===== src/hw/rla_pkg.sv =====
package rla_pkg;
  localparam int NUM_LANES = 20;
  localparam int IDX_W     = 5;
  localparam int ADDR_W    = 8;
  localparam int DATA_W    = 32;
  localparam int MMCNT_W   = 16;

  localparam logic [ADDR_W-1:0] OFF_CTRL   = 8'h00;
  localparam logic [ADDR_W-1:0] OFF_STATUS = 8'h04;
  localparam logic [ADDR_W-1:0] OFF_SYNCED = 8'h08;
  localparam logic [ADDR_W-1:0] OFF_LOCK   = 8'h0c;
  localparam logic [ADDR_W-1:0] OFF_MMCNT  = 8'h10;

  localparam int CTRL_MM_EN_BIT = 0;
  localparam logic CTRL_MM_EN_RESET = 1'b1;

  localparam int ST_ALIGNED_BIT     = 0;
  localparam int ST_LINK_GOOD_BIT   = 1;
  localparam int ST_DESKEW_LOST_BIT = 2;
  localparam int ST_FAR_FAULT_BIT   = 3;
  localparam int ST_LOCAL_FAULT_BIT = 4;
  localparam int ST_ALL_SEEN_BIT    = 5;
endpackage


===== src/hw/rla_status.sv =====
// The register addresses and the Avalon-MM slave port were chosen for this implementation.
`timescale 1ns/1ps
`default_nettype none
// Function
// - all_lanes_deskewed is 1 while every lane is aligned and deskewed, else 0.
// - After the first enabled clock past reset, all_lanes_deskewed at 0 means a local fault is reported.
// - all_lanes_deskewed mirrors management bit 3.50.12.
// - pcs_link_good is high only while aligned and not in high error rate state.
// - lane_block_lock gives one level bit per lane for block lock.
// - deskew_lost rises on an alignment error or loss of achieved alignment.
// - marker_mismatch_pulse flags an unexpected lane marker across the lanes.
// - Mismatch only after markers seen on all lanes, then a wrong marker.
// - Mismatch is reported at the first metaframe boundary after the wrong marker arrives.
// - No mismatch while markers have never been received correctly.
// - Mismatch is a one-cycle pulse; back-to-back pulses are allowed.
// - far_end_fault is 1 while a remote fault is detected, else 0.
// - Twenty 5-bit lane_source_index levels, one per lane, name its physical lane.
// - Malformed marker words go to marker_word_bad, not the mismatch pulse.
// - A lane_word_synced bit sets only after word sync and a received marker.
// - local_fault is high when internal or received local fault is present.
// - marker_word_bad pulses one cycle per malformed marker on that lane.
module rla_status #(
  parameter int LANES = rla_pkg::NUM_LANES
) (
  input  wire logic                            clk,                    // Receive clock
  input  wire logic                            rst_n,                  // Async reset, active low
  input  wire logic                            clk_en,                 // Freezes all state when low
  input  wire logic [LANES-1:0]                lane_block_lock_in,     // Per-lane block lock from lock FSMs
  input  wire logic [LANES-1:0]                lane_word_sync_in,      // Per-lane word boundary sync
  input  wire logic [LANES-1:0]                lane_marker_seen,       // Well-formed marker received
  input  wire logic [LANES-1:0]                lane_marker_ok,         // Marker matched expected lane
  input  wire logic [LANES-1:0]                lane_marker_malformed,  // Badly formed marker word
  input  wire logic [rla_pkg::IDX_W-1:0]       phys_lane_in [LANES],   // Physical lane per PCS lane
  input  wire logic                            deskew_done_in,         // Aligner reports deskew done
  input  wire logic                            deskew_error_in,        // Aligner error strobe
  input  wire logic                            metaframe_tick,         // One cycle per metaframe
  input  wire logic                            high_error_rate_state,  // High error rate state
  input  wire logic                            remote_fault_in,        // Remote fault detected
  input  wire logic                            received_local_fault,   // Local fault from partner
  input  wire logic [rla_pkg::ADDR_W-1:0]      avs_address,            // Byte address
  input  wire logic                            avs_read,               // Read request
  input  wire logic                            avs_write,              // Write request
  input  wire logic [rla_pkg::DATA_W-1:0]      avs_writedata,          // Write data
  input  wire logic [3:0]                      avs_byteenable,         // Byte enables
  output var  logic [rla_pkg::DATA_W-1:0]      avs_readdata,           // Read data
  output logic                                 avs_waitrequest,        // Stall
  output var  logic                            all_lanes_deskewed,     // All lanes aligned
  output var  logic                            pcs_link_good,          // Aligned and error rate fine
  output var  logic [LANES-1:0]                lane_block_lock,        // Per-lane block lock
  output var  logic                            deskew_lost,            // Alignment error or loss
  output var  logic                            marker_mismatch_pulse,  // Marker mismatch event
  output var  logic                            far_end_fault,          // Remote fault level
  output var  logic                            local_fault,            // Local fault level
  output var  logic [LANES-1:0]                lane_word_synced,       // Word sync plus marker
  output var  logic [LANES-1:0]                marker_word_bad,        // Malformed marker pulse
  output var  logic [rla_pkg::IDX_W-1:0]       lane_source_index [LANES] // Physical lane per lane
);
  import rla_pkg::*;

  generate
    if (LANES < 1 || LANES > DATA_W || LANES > (1 << IDX_W)) begin : g_bad_lanes
      $error("rla_status: LANES out of supported range");
    end
  endgenerate

  function automatic logic [DATA_W-1:0] pad_word(input logic [LANES-1:0] v);
    logic [DATA_W-1:0] w;
    w = '0;
    w[LANES-1:0] = v;
    return w;
  endfunction

  function automatic logic idx_legal(input logic [IDX_W-1:0] idx);
    return int'(idx) < LANES;
  endfunction

  logic [LANES-1:0]   synced_reg, synced_next;
  logic [LANES-1:0]   seen_ok_reg, seen_ok_next;
  logic               aligned_reg, aligned_next;
  logic               link_good_reg;
  logic               deskew_lost_reg, deskew_lost_next;
  logic               pend_reg, pend_next;
  logic               mm_pulse_reg;
  logic               far_fault_reg;
  logic               local_fault_reg;
  logic [LANES-1:0]   lock_reg;
  logic [LANES-1:0]   mf_bad_reg;
  logic [IDX_W-1:0]   idx_reg [LANES];
  logic               all_seen;
  logic               mm_err;
  logic               mm_en_reg;
  logic [MMCNT_W-1:0] mmcnt_reg;
  logic               ack_reg;
  logic [DATA_W-1:0]  rdata_reg, rdata_next;
  logic               req;
  logic               wr_take;

  // Lane tracking
  always_comb begin
    synced_next  = lane_word_sync_in & (synced_reg | lane_marker_seen);
    seen_ok_next = lane_word_sync_in & (seen_ok_reg | (lane_marker_seen & lane_marker_ok));
    aligned_next = (&synced_reg) & deskew_done_in;
  end

  always_ff @(posedge clk or negedge rst_n) begin
    if (!rst_n) begin
      synced_reg  <= '0;
      seen_ok_reg <= '0;
      lock_reg    <= '0;
      mf_bad_reg  <= '0;
    end else if (clk_en) begin
      synced_reg  <= synced_next;
      seen_ok_reg <= seen_ok_next;
      lock_reg    <= lane_block_lock_in;
      mf_bad_reg  <= lane_marker_malformed;
    end
  end

  // Out-of-range sources keep the last legal index rather than leak a bogus lane
  always_ff @(posedge clk or negedge rst_n) begin
    if (!rst_n) begin
      for (int i = 0; i < LANES; i++) idx_reg[i] <= '0;
    end else if (clk_en) begin
      for (int i = 0; i < LANES; i++) begin
        if (idx_legal(phys_lane_in[i])) idx_reg[i] <= phys_lane_in[i];
      end
    end
  end

  // Alignment and health levels
  always_comb begin
    deskew_lost_next = deskew_lost_reg;
    if (deskew_error_in || (aligned_reg && !aligned_next)) begin
      deskew_lost_next = 1'b1;
    end else if (aligned_next) begin
      deskew_lost_next = 1'b0;
    end
  end

  always_ff @(posedge clk or negedge rst_n) begin
    if (!rst_n) begin
      aligned_reg     <= 1'b0;
      link_good_reg   <= 1'b0;
      deskew_lost_reg <= 1'b0;
      far_fault_reg   <= 1'b0;
      local_fault_reg <= 1'b0;
    end else if (clk_en) begin
      aligned_reg     <= aligned_next;
      link_good_reg   <= aligned_next && !high_error_rate_state;
      deskew_lost_reg <= deskew_lost_next;
      far_fault_reg   <= remote_fault_in;
      // Missing alignment counts as internal local fault
      local_fault_reg <= !aligned_next || high_error_rate_state || received_local_fault;
    end
  end

  // Marker mismatch: an error is parked until the next metaframe boundary
  assign all_seen = &seen_ok_reg;
  assign mm_err   = all_seen && |(lane_marker_seen & ~lane_marker_ok);

  always_comb begin
    pend_next = (pend_reg && !metaframe_tick) || mm_err;
  end

  always_ff @(posedge clk or negedge rst_n) begin
    if (!rst_n) begin
      pend_reg     <= 1'b0;
      mm_pulse_reg <= 1'b0;
    end else if (clk_en) begin
      pend_reg     <= pend_next;
      mm_pulse_reg <= metaframe_tick && pend_reg && mm_en_reg;
    end
  end

  // Register bus: one wait state, read data loaded on the stalled edge
  assign req             = avs_read || avs_write;
  assign avs_waitrequest = req && !ack_reg;
  assign wr_take         = avs_write && ack_reg;

  always_comb begin
    rdata_next = '0;
    case (avs_address)
      OFF_CTRL:   rdata_next[CTRL_MM_EN_BIT] = mm_en_reg;
      OFF_STATUS: begin
        rdata_next[ST_ALIGNED_BIT]     = aligned_reg;
        rdata_next[ST_LINK_GOOD_BIT]   = link_good_reg;
        rdata_next[ST_DESKEW_LOST_BIT] = deskew_lost_reg;
        rdata_next[ST_FAR_FAULT_BIT]   = far_fault_reg;
        rdata_next[ST_LOCAL_FAULT_BIT] = local_fault_reg;
        rdata_next[ST_ALL_SEEN_BIT]    = all_seen;
      end
      OFF_SYNCED: rdata_next = pad_word(synced_reg);
      OFF_LOCK:   rdata_next = pad_word(lock_reg);
      OFF_MMCNT:  rdata_next[MMCNT_W-1:0] = mmcnt_reg;
      default:    rdata_next = '0;
    endcase
  end

  always_ff @(posedge clk or negedge rst_n) begin
    if (!rst_n) begin
      ack_reg   <= 1'b0;
      rdata_reg <= '0;
    end else if (clk_en) begin
      ack_reg <= req && !ack_reg;
      if (avs_read && !ack_reg) rdata_reg <= rdata_next;
    end
  end

  always_ff @(posedge clk or negedge rst_n) begin
    if (!rst_n) begin
      mm_en_reg <= CTRL_MM_EN_RESET;
    end else if (clk_en && wr_take && avs_address == OFF_CTRL && avs_byteenable[0]) begin
      mm_en_reg <= avs_writedata[CTRL_MM_EN_BIT];
    end
  end

  // Saturating event count; an event in the cycle of a clearing write restarts it at 1
  always_ff @(posedge clk or negedge rst_n) begin
    if (!rst_n) begin
      mmcnt_reg <= '0;
    end else if (clk_en) begin
      if (mm_pulse_reg) begin
        if (wr_take && avs_address == OFF_MMCNT) mmcnt_reg <= MMCNT_W'(1);
        else if (mmcnt_reg != '1) mmcnt_reg <= mmcnt_reg + MMCNT_W'(1);
      end else if (wr_take && avs_address == OFF_MMCNT) begin
        mmcnt_reg <= '0;
      end
    end
  end

  assign avs_readdata          = rdata_reg;
  assign all_lanes_deskewed    = aligned_reg;
  assign pcs_link_good         = link_good_reg;
  assign lane_block_lock       = lock_reg;
  assign deskew_lost           = deskew_lost_reg;
  assign marker_mismatch_pulse = mm_pulse_reg;
  assign far_end_fault         = far_fault_reg;
  assign local_fault           = local_fault_reg;
  assign lane_word_synced      = synced_reg;
  assign marker_word_bad       = mf_bad_reg;
  assign lane_source_index     = idx_reg;

  logic idx_any_bad;
  always_comb begin
    idx_any_bad = 1'b0;
    for (int i = 0; i < LANES; i++) idx_any_bad = idx_any_bad | !idx_legal(idx_reg[i]);
  end
endmodule
`default_nettype wire


===== config.mk =====
export PLATFORM = sky130hd
export DESIGN_NAME = rla_status
export DESIGN_NICKNAME = d
export VERILOG_FILES = /design/src/hw/rla_pkg.sv /design/src/hw/rla_status.sv
export SDC_FILE = /design/constraint.sdc
export NUM_CORES = 1
export LEC_CHECK = 0
export ABC_AREA = 1
export CAP_MARGIN = 20
export CORE_AREA = 2 2 178 180
export DETAILED_ROUTE_END_ITERATION = 10
export DIE_AREA = 0 0 180 182
export DONT_BUFFER_PORTS = 1
export GPL_TIMING_DRIVEN = 0
export PLACE_DENSITY = 0.44
export SYNTH_ARGS = -nofsm -noshare
export SYNTH_HDL_FRONTEND = slang
export SYNTH_SLANG_ARGS = --single-unit

===== constraint.sdc =====
create_clock -name clk -period 3 [get_ports clk]
set_clock_uncertainty 0.1 [all_clocks]
set_input_delay 0.45 -clock clk [delete_from_list [all_inputs] [get_ports clk]]
set_output_delay 0.45 -clock clk [all_outputs]
set_load 0.005 [all_outputs]

==> run summary, run 1 <==
worst hold slack: -504 ps
global-route wire length before repair: 55.1 mm
VDD IR max: 0.000380 V
slowest stage delay, CP: 610 ps
FF+latch count, synth: 225
HP Class: input pin to asynchronous set/reset pin
outcome: finished, violations left
final setup fails: 0
Synth Area per Inst: 9.28 sq um
first-pass iteration count of the detailed router: 5
relative slew slack: 43.8%
routed wire length: 36.2 mm
non-filler cells, final: 1772
total track usage: 21.7%
H-tree lvl count: 1
Crit path arrival time: 3060 ps
type of the worst setup path: input pin to flip-flop
Synth top area share: 54.8%
Via density: 4.88
Site Rows: 65
post-synthesis cell area: 10200 sq um
Synth area leaders: dfrtp_1 (55%), mux2_2 (11%), nand2_1 (11%)
initial antenna violation count: 1
Iter 0 DRT Violations: 387
maximum clock rate: 374 MHz
DR WL/cell: 20.4 um
cells along the critical path: clkbuf_1, clkbuf_1, nand3_1, dlygate4sd3_1, a21oi_1, dlygate4sd3_1
CTS resizes: 0
number of synthesized flops with an enable pin: 0
slowest CP cell: clkbuf_1
Total Power: 7830 uW
Internal: 5800 uW
Post-Place Cells: 1514
Sw Share: 25.9%
violated checks: hold timing
CTS sink cnt: 225
Worst Setup End Kind: flip-flop
main flop type after synthesis: dfrtp_1
CTS root buf: clkbuf_16
final worst path period need: 2680 ps
Distinct cells, synth: 31
Clock power frac: 42.2%
final net count: 1604
area grow syn2layout: 34.4%
max reg flops: 100
Post-synth ARST share: 100%
Die Wd: 180 um
Slew Viols, Final: 0
post-route ant nets: 0
Hold-fix buffers, CTS: 207
Logic pwr share: 10.6%
startpoint types: input pin
Static Leakage: 0.00624 uW
DP Worst Slack: 670 ps
die height: 182 um
core area: 31000 sq um
Max Cap Viol: 0
Yosys top cell by area: dfrtp_1
CTS Buf Count: 27
clk_lat worst skew: 540 ps
RSZ-0062 raised after global routing: false
final period utilization: 89.2%
layout cells sized above 1: 14.9%
crit path max fanout: 10
clk buf depth: 3
vias in the first global route: 9291
dpl hpwl: 25.7 mm
number of remaining DRC errors: 0
Vias: 8649
TritonCTS clock tree: built
sequential area share after synthesis: 55.1%
buffer count from post-CTS setup fixing: 0
Mapped Cells: 1101
die area: 32800 sq um
Synth warnings: 0
Overflow after GRT: 0
Psw: 2030 uW
worst slew pin tran: 843 ps
fin worst setup slack: 324 ps
Ports: 454
largest net degree at the start of global routing: 226
Worst EP required: 3380 ps
gpl congestion: 0.853
fillers: 3019
Starting Density: 33.0%
power density over the cells: 571 nW/um^2
final setup TNS: 0 ps
Worst-path clk slew: 60 ps
Port Buf Inserts: 0
Fin. Hold Viols: 225
Reg power frac: 47.1%
## per-stage QoR
step	instance area, sq um	util [%]
3_5_place_dp	10800	34.7
6_report	13700	44.3
2_1_floorplan	10300	-
5_1_grt	13700	44.3
3_3_place_gp	10800	34.7
4_1_cts	13700	44.3
## path summary, 6_finish.rpt
check                      slack, ps                    end                  from  depth (start not counted)
hold / removal                  -500  lane_source_index[15]                 rst_n                          0
min in group clk                  20         seen_ok_reg[3]  lane_word_sync_in[3]                          2
setup reg to reg                 940          mmcnt_reg[13]          mmcnt_reg[0]                         11
setup / recovery                 320         seen_ok_reg[4]                clk_en                          6
hold reg to reg                  410    marker_word_bad[19]   marker_word_bad[19]                          2
max in group asynchronous       2770    lane_word_synced[2]                 rst_n                          0
## power by group through the flow
stage / Clock [uW] / Sequential, uW / Combinational, uW
2_1_floorplan: 0 / 3610 / 478
3_3_place_gp: 0 / 3750 / 579
3_5_place_dp: 0 / 3750 / 594
4_1_cts: 3390 / 3700 / 831
5_1_grt: 3500 / 3730 / 929
6_report: 3310 / 3690 / 832
## synth_stat cells, types with 2 or more instances
cell	n
o21ai_0	57
a21oi_1	36
mux2_2	100
nand2_2	2
nand3_2	3
or2_2	15
nor2_1	65
inv_1	114
o21bai_1	4
o211ai_1	10
buf_2	12
buf_4	13
o22ai_1	10
o21ai_1	13
a31oi_1	2
nand2_1	297
buf_6	4
nor2_4	2
inv_2	2
nand3_1	63
nor3_1	6
nand4_1	22
nor2_2	4
clkbuf_1	14
dfrtp_1	224
clkinv_1	2
## layout make-up
| class | instances | area, sq um | share of cell area, % |
|---|---|---|---|
| inverter | 118 | 443 | 3.23 |
| sequential | 225 | 5630 | 41.0 |
| antenna | 1 | 2.50 | 0.0182 |
| clock buffer | 36 | 759 | 5.53 |
| tap | 402 | 503 | 3.66 |
| buffer | 44 | 259 | 1.89 |
| multi-input combinational | 725 | 3930 | 28.6 |
| timing repair buffer | 207 | 2070 | 15.1 |
| clock inverter | 14 | 134 | 0.975 |
## cell usage in the layout, fill, tap and decap left out, drive strengths merged, types with 15 or more instances in the layout
cell	instances
inv	117
nor2	71
or2	15
buf	30
mux2	100
o21ai	70
nand3	66
dlygate4sd3	207
clkbuf	50
dfrtp	224
nand4	22
a21oi	36
nand2	299
## critical path, delay by kind of cell
family	cells	cell delay [ps]
buffers and inverters	4	2300
AND/OR/NAND/NOR	1	170
AO/OA/AOI/OAI	1	130
## logic make-up (layout without fill, tap and decap cells)
family / after synthesis / in the layout / share of synthesized area, %
mux: 100 / 100 / 11.0
simple gates: 480 / 480 / 19.9
compound gates: 132 / 132 / 6.95
fa+ha+maj: 1 / 1 / 0.122
buf+inv: 162 / 419 / 6.87
flops: 225 / 225 / 55.1
other cells: 1 / 13 / 0.0367
## per-layer routing
metal / up-vias / GRT usage [%] / routed length [um]
met5: - / 0 / 0
met4: 0 / 7.45 / 1340
met3: 82 / 5.92 / 2790
met2: 342 / 37.4 / 17900
met1: 4160 / 26.2 / 14100
li1: 4065 / - / -
No activity file was read; power rests on OpenSTA's default activity.
==> run 2: changes to the inputs <==
--- a/config.mk
+++ b/config.mk
@@ -7,12 +7,12 @@
 export LEC_CHECK = 0
 export ABC_AREA = 1
 export CAP_MARGIN = 20
-export CORE_AREA = 2 2 178 180
+export CORE_AREA = 2 2 174 176
 export DETAILED_ROUTE_END_ITERATION = 10
-export DIE_AREA = 0 0 180 182
+export DIE_AREA = 0 0 176 178
 export DONT_BUFFER_PORTS = 1
 export GPL_TIMING_DRIVEN = 0
-export PLACE_DENSITY = 0.44
+export PLACE_DENSITY = 0.46
 export SYNTH_ARGS = -nofsm -noshare
 export SYNTH_HDL_FRONTEND = slang
 export SYNTH_SLANG_ARGS = --single-unit
==> run 2 against run 1 <==
Against the previous run:
- register-to-register slack better by 20 ps
- clock-buffer cell count up 5
- die area down 4.4%
- setup slack better by 34 ps
- final area about the same
- sequential share of layout area about the same
- clock power down 2%
- the flow still finishes with violations (hold timing)
- total power down 0.71%
- global-route usage up 0.15 points
- fmax up 1.3%
- combinational power up 0.5%
==> run summary, run 2 (synthesis results as in run 1) <==
outcome: finished, violations left
violated checks: hold timing
CTS root buf: clkbuf_16
final period utilization: 88.1%
Starting Density: 34.8%
initial antenna violation count: 1
cells along the critical path: clkbuf_1, clkbuf_1, nand3_1, dlygate4sd3_1, a21oi_1, dlygate4sd3_1
area grow syn2layout: 34.3%
largest net degree at the start of global routing: 226
Via density: 4.90
TritonCTS clock tree: built
Iter 0 DRT Violations: 488
Static Leakage: 0.00625 uW
Site Rows: 63
layout cells sized above 1: 14.6%
vias in the first global route: 8860
max reg flops: 100
Ports: 454
slowest CP cell: clkbuf_1
Hold-fix buffers, CTS: 208
CTS resizes: 0
fillers: 2826
H-tree lvl count: 1
Worst Path Buf+Inv: 4
final net count: 1606
post-route ant nets: 0
relative slew slack: 46.0%
Worst Setup End Kind: flip-flop
clk_lat worst skew: 540 ps
CTS Buf Count: 28
Die Wd: 176 um
final setup TNS: 0 ps
Slew Viols, Final: 0
commonest non-fill, non-tap cells in the layout: nand2_1 (297), dfrtp_1 (224), dlygate4sd3_1 (208), inv_1 (114), mux2_2 (100)
CTS sink cnt: 225
Total Power: 7780 uW
slowest stage delay, CP: 590 ps
multi-input logic area: 3930 sq um
core area: 29400 sq um
Worst EP required: 3380 ps
total track usage: 21.9%
worst slew pin tran: 810 ps
area taken by flip-flops and latches: 5630 sq um
worst hold slack: -496 ps
Port Buf Inserts: 0
first-pass iteration count of the detailed router: 5
DR WL/cell: 20.2 um
Crit path arrival time: 3020 ps
gpl congestion: 0.862
Crit path max-delay family: buffers and inverters
Vias: 8607
startpoint types: input pin
RSZ-0062 raised after global routing: false
final worst path period need: 2640 ps
VDD IR max: 0.000468 V
Worst-path clk slew: 60 ps
die area: 31300 sq um
final setup fails: 0
number of remaining DRC errors: 0
die height: 178 um
dpl hpwl: 24.9 mm
maximum clock rate: 379 MHz
routed wire length: 35.4 mm
power density over the cells: 567 nW/um^2
Overflow after GRT: 0
global-route wire length before repair: 52.1 mm
Fin. Hold Viols: 225
clk buf depth: 3
crit path max fanout: 10
HP Class: input pin to asynchronous set/reset pin
Max Cap Viol: 0
most common cell after layout, fill and taps aside: nand2_1
type of the worst setup path: input pin to flip-flop
run 2: changes by cell type in the layout (fill, tap and decap cells not counted), sizes merged:
cell,previous run,this run
bufinv,2,1
clkinv,9,7
clkinvlp,4,0
dlygate4sd3,207,208
clkbuf,50,55
inv,117,116
run 2: metal layers:
layer | share of wire, % | GRT usage, %
met1 | 38 | 26.0
met2 | 51 | 38.8
met3 | 8.0 | 6.46
met4 | 2.5 | 5.54
met5 | 0 | 0
run 2: report_power, final:
group          switching (uW)  total, uW  internal, uW
clock                    1290       3250          1960
sequential                326       3690          3370
combinational             346        836           490
run 2: worst paths after layout:
kind	start	end	slack, ps	cells past startpoint
hold / removal	rst_n	lane_source_index[92]	-500	0
min in group clk	avs_byteenable[0]	mm_en_reg	50	4
max in group asynchronous	rst_n	mm_en_reg	2860	0
hold reg to reg	pend_reg	pend_reg	400	2
setup reg to reg	mmcnt_reg[0]	mmcnt_reg[15]	960	11
setup / recovery	clk_en	seen_ok_reg[1]	360	6
run 2: area by class of cell:
| type | count | area share (%) |
|---|---|---|
| Antenna cell | 1 | 0.0182 |
| Buffer | 44 | 1.89 |
| Clock buffer | 41 | 5.97 |
| Clock inverter | 6 | 0.511 |
| Inverter | 118 | 3.23 |
| Multi-Input combinational cell | 725 | 28.6 |
| Sequential cell | 225 | 41.0 |
| Tap cell | 390 | 3.56 |
| Timing Repair Buffer | 208 | 15.2 |
run 2: per-stage QoR:
step	instances	hold slack [ps]	setup WS [ps]	utilization (%)	cell area (sq um)
finish	1758	-496	358	46.7	13700
global route	1758	-516	282	46.7	13700
CTS	1757	-525	476	46.7	13700
detailed placement	1502	58.5	733	36.6	10700
global placement	1502	58.4	732	36.6	10700
floorplan	1112	54.4	1330	-	10300
run 2: what timing repair did:
action / in CTS / in global routing
buffers inserted: 0 / 0
hold endpoints to repair: 396 / 225
setup endpoints to repair: 0 / 0
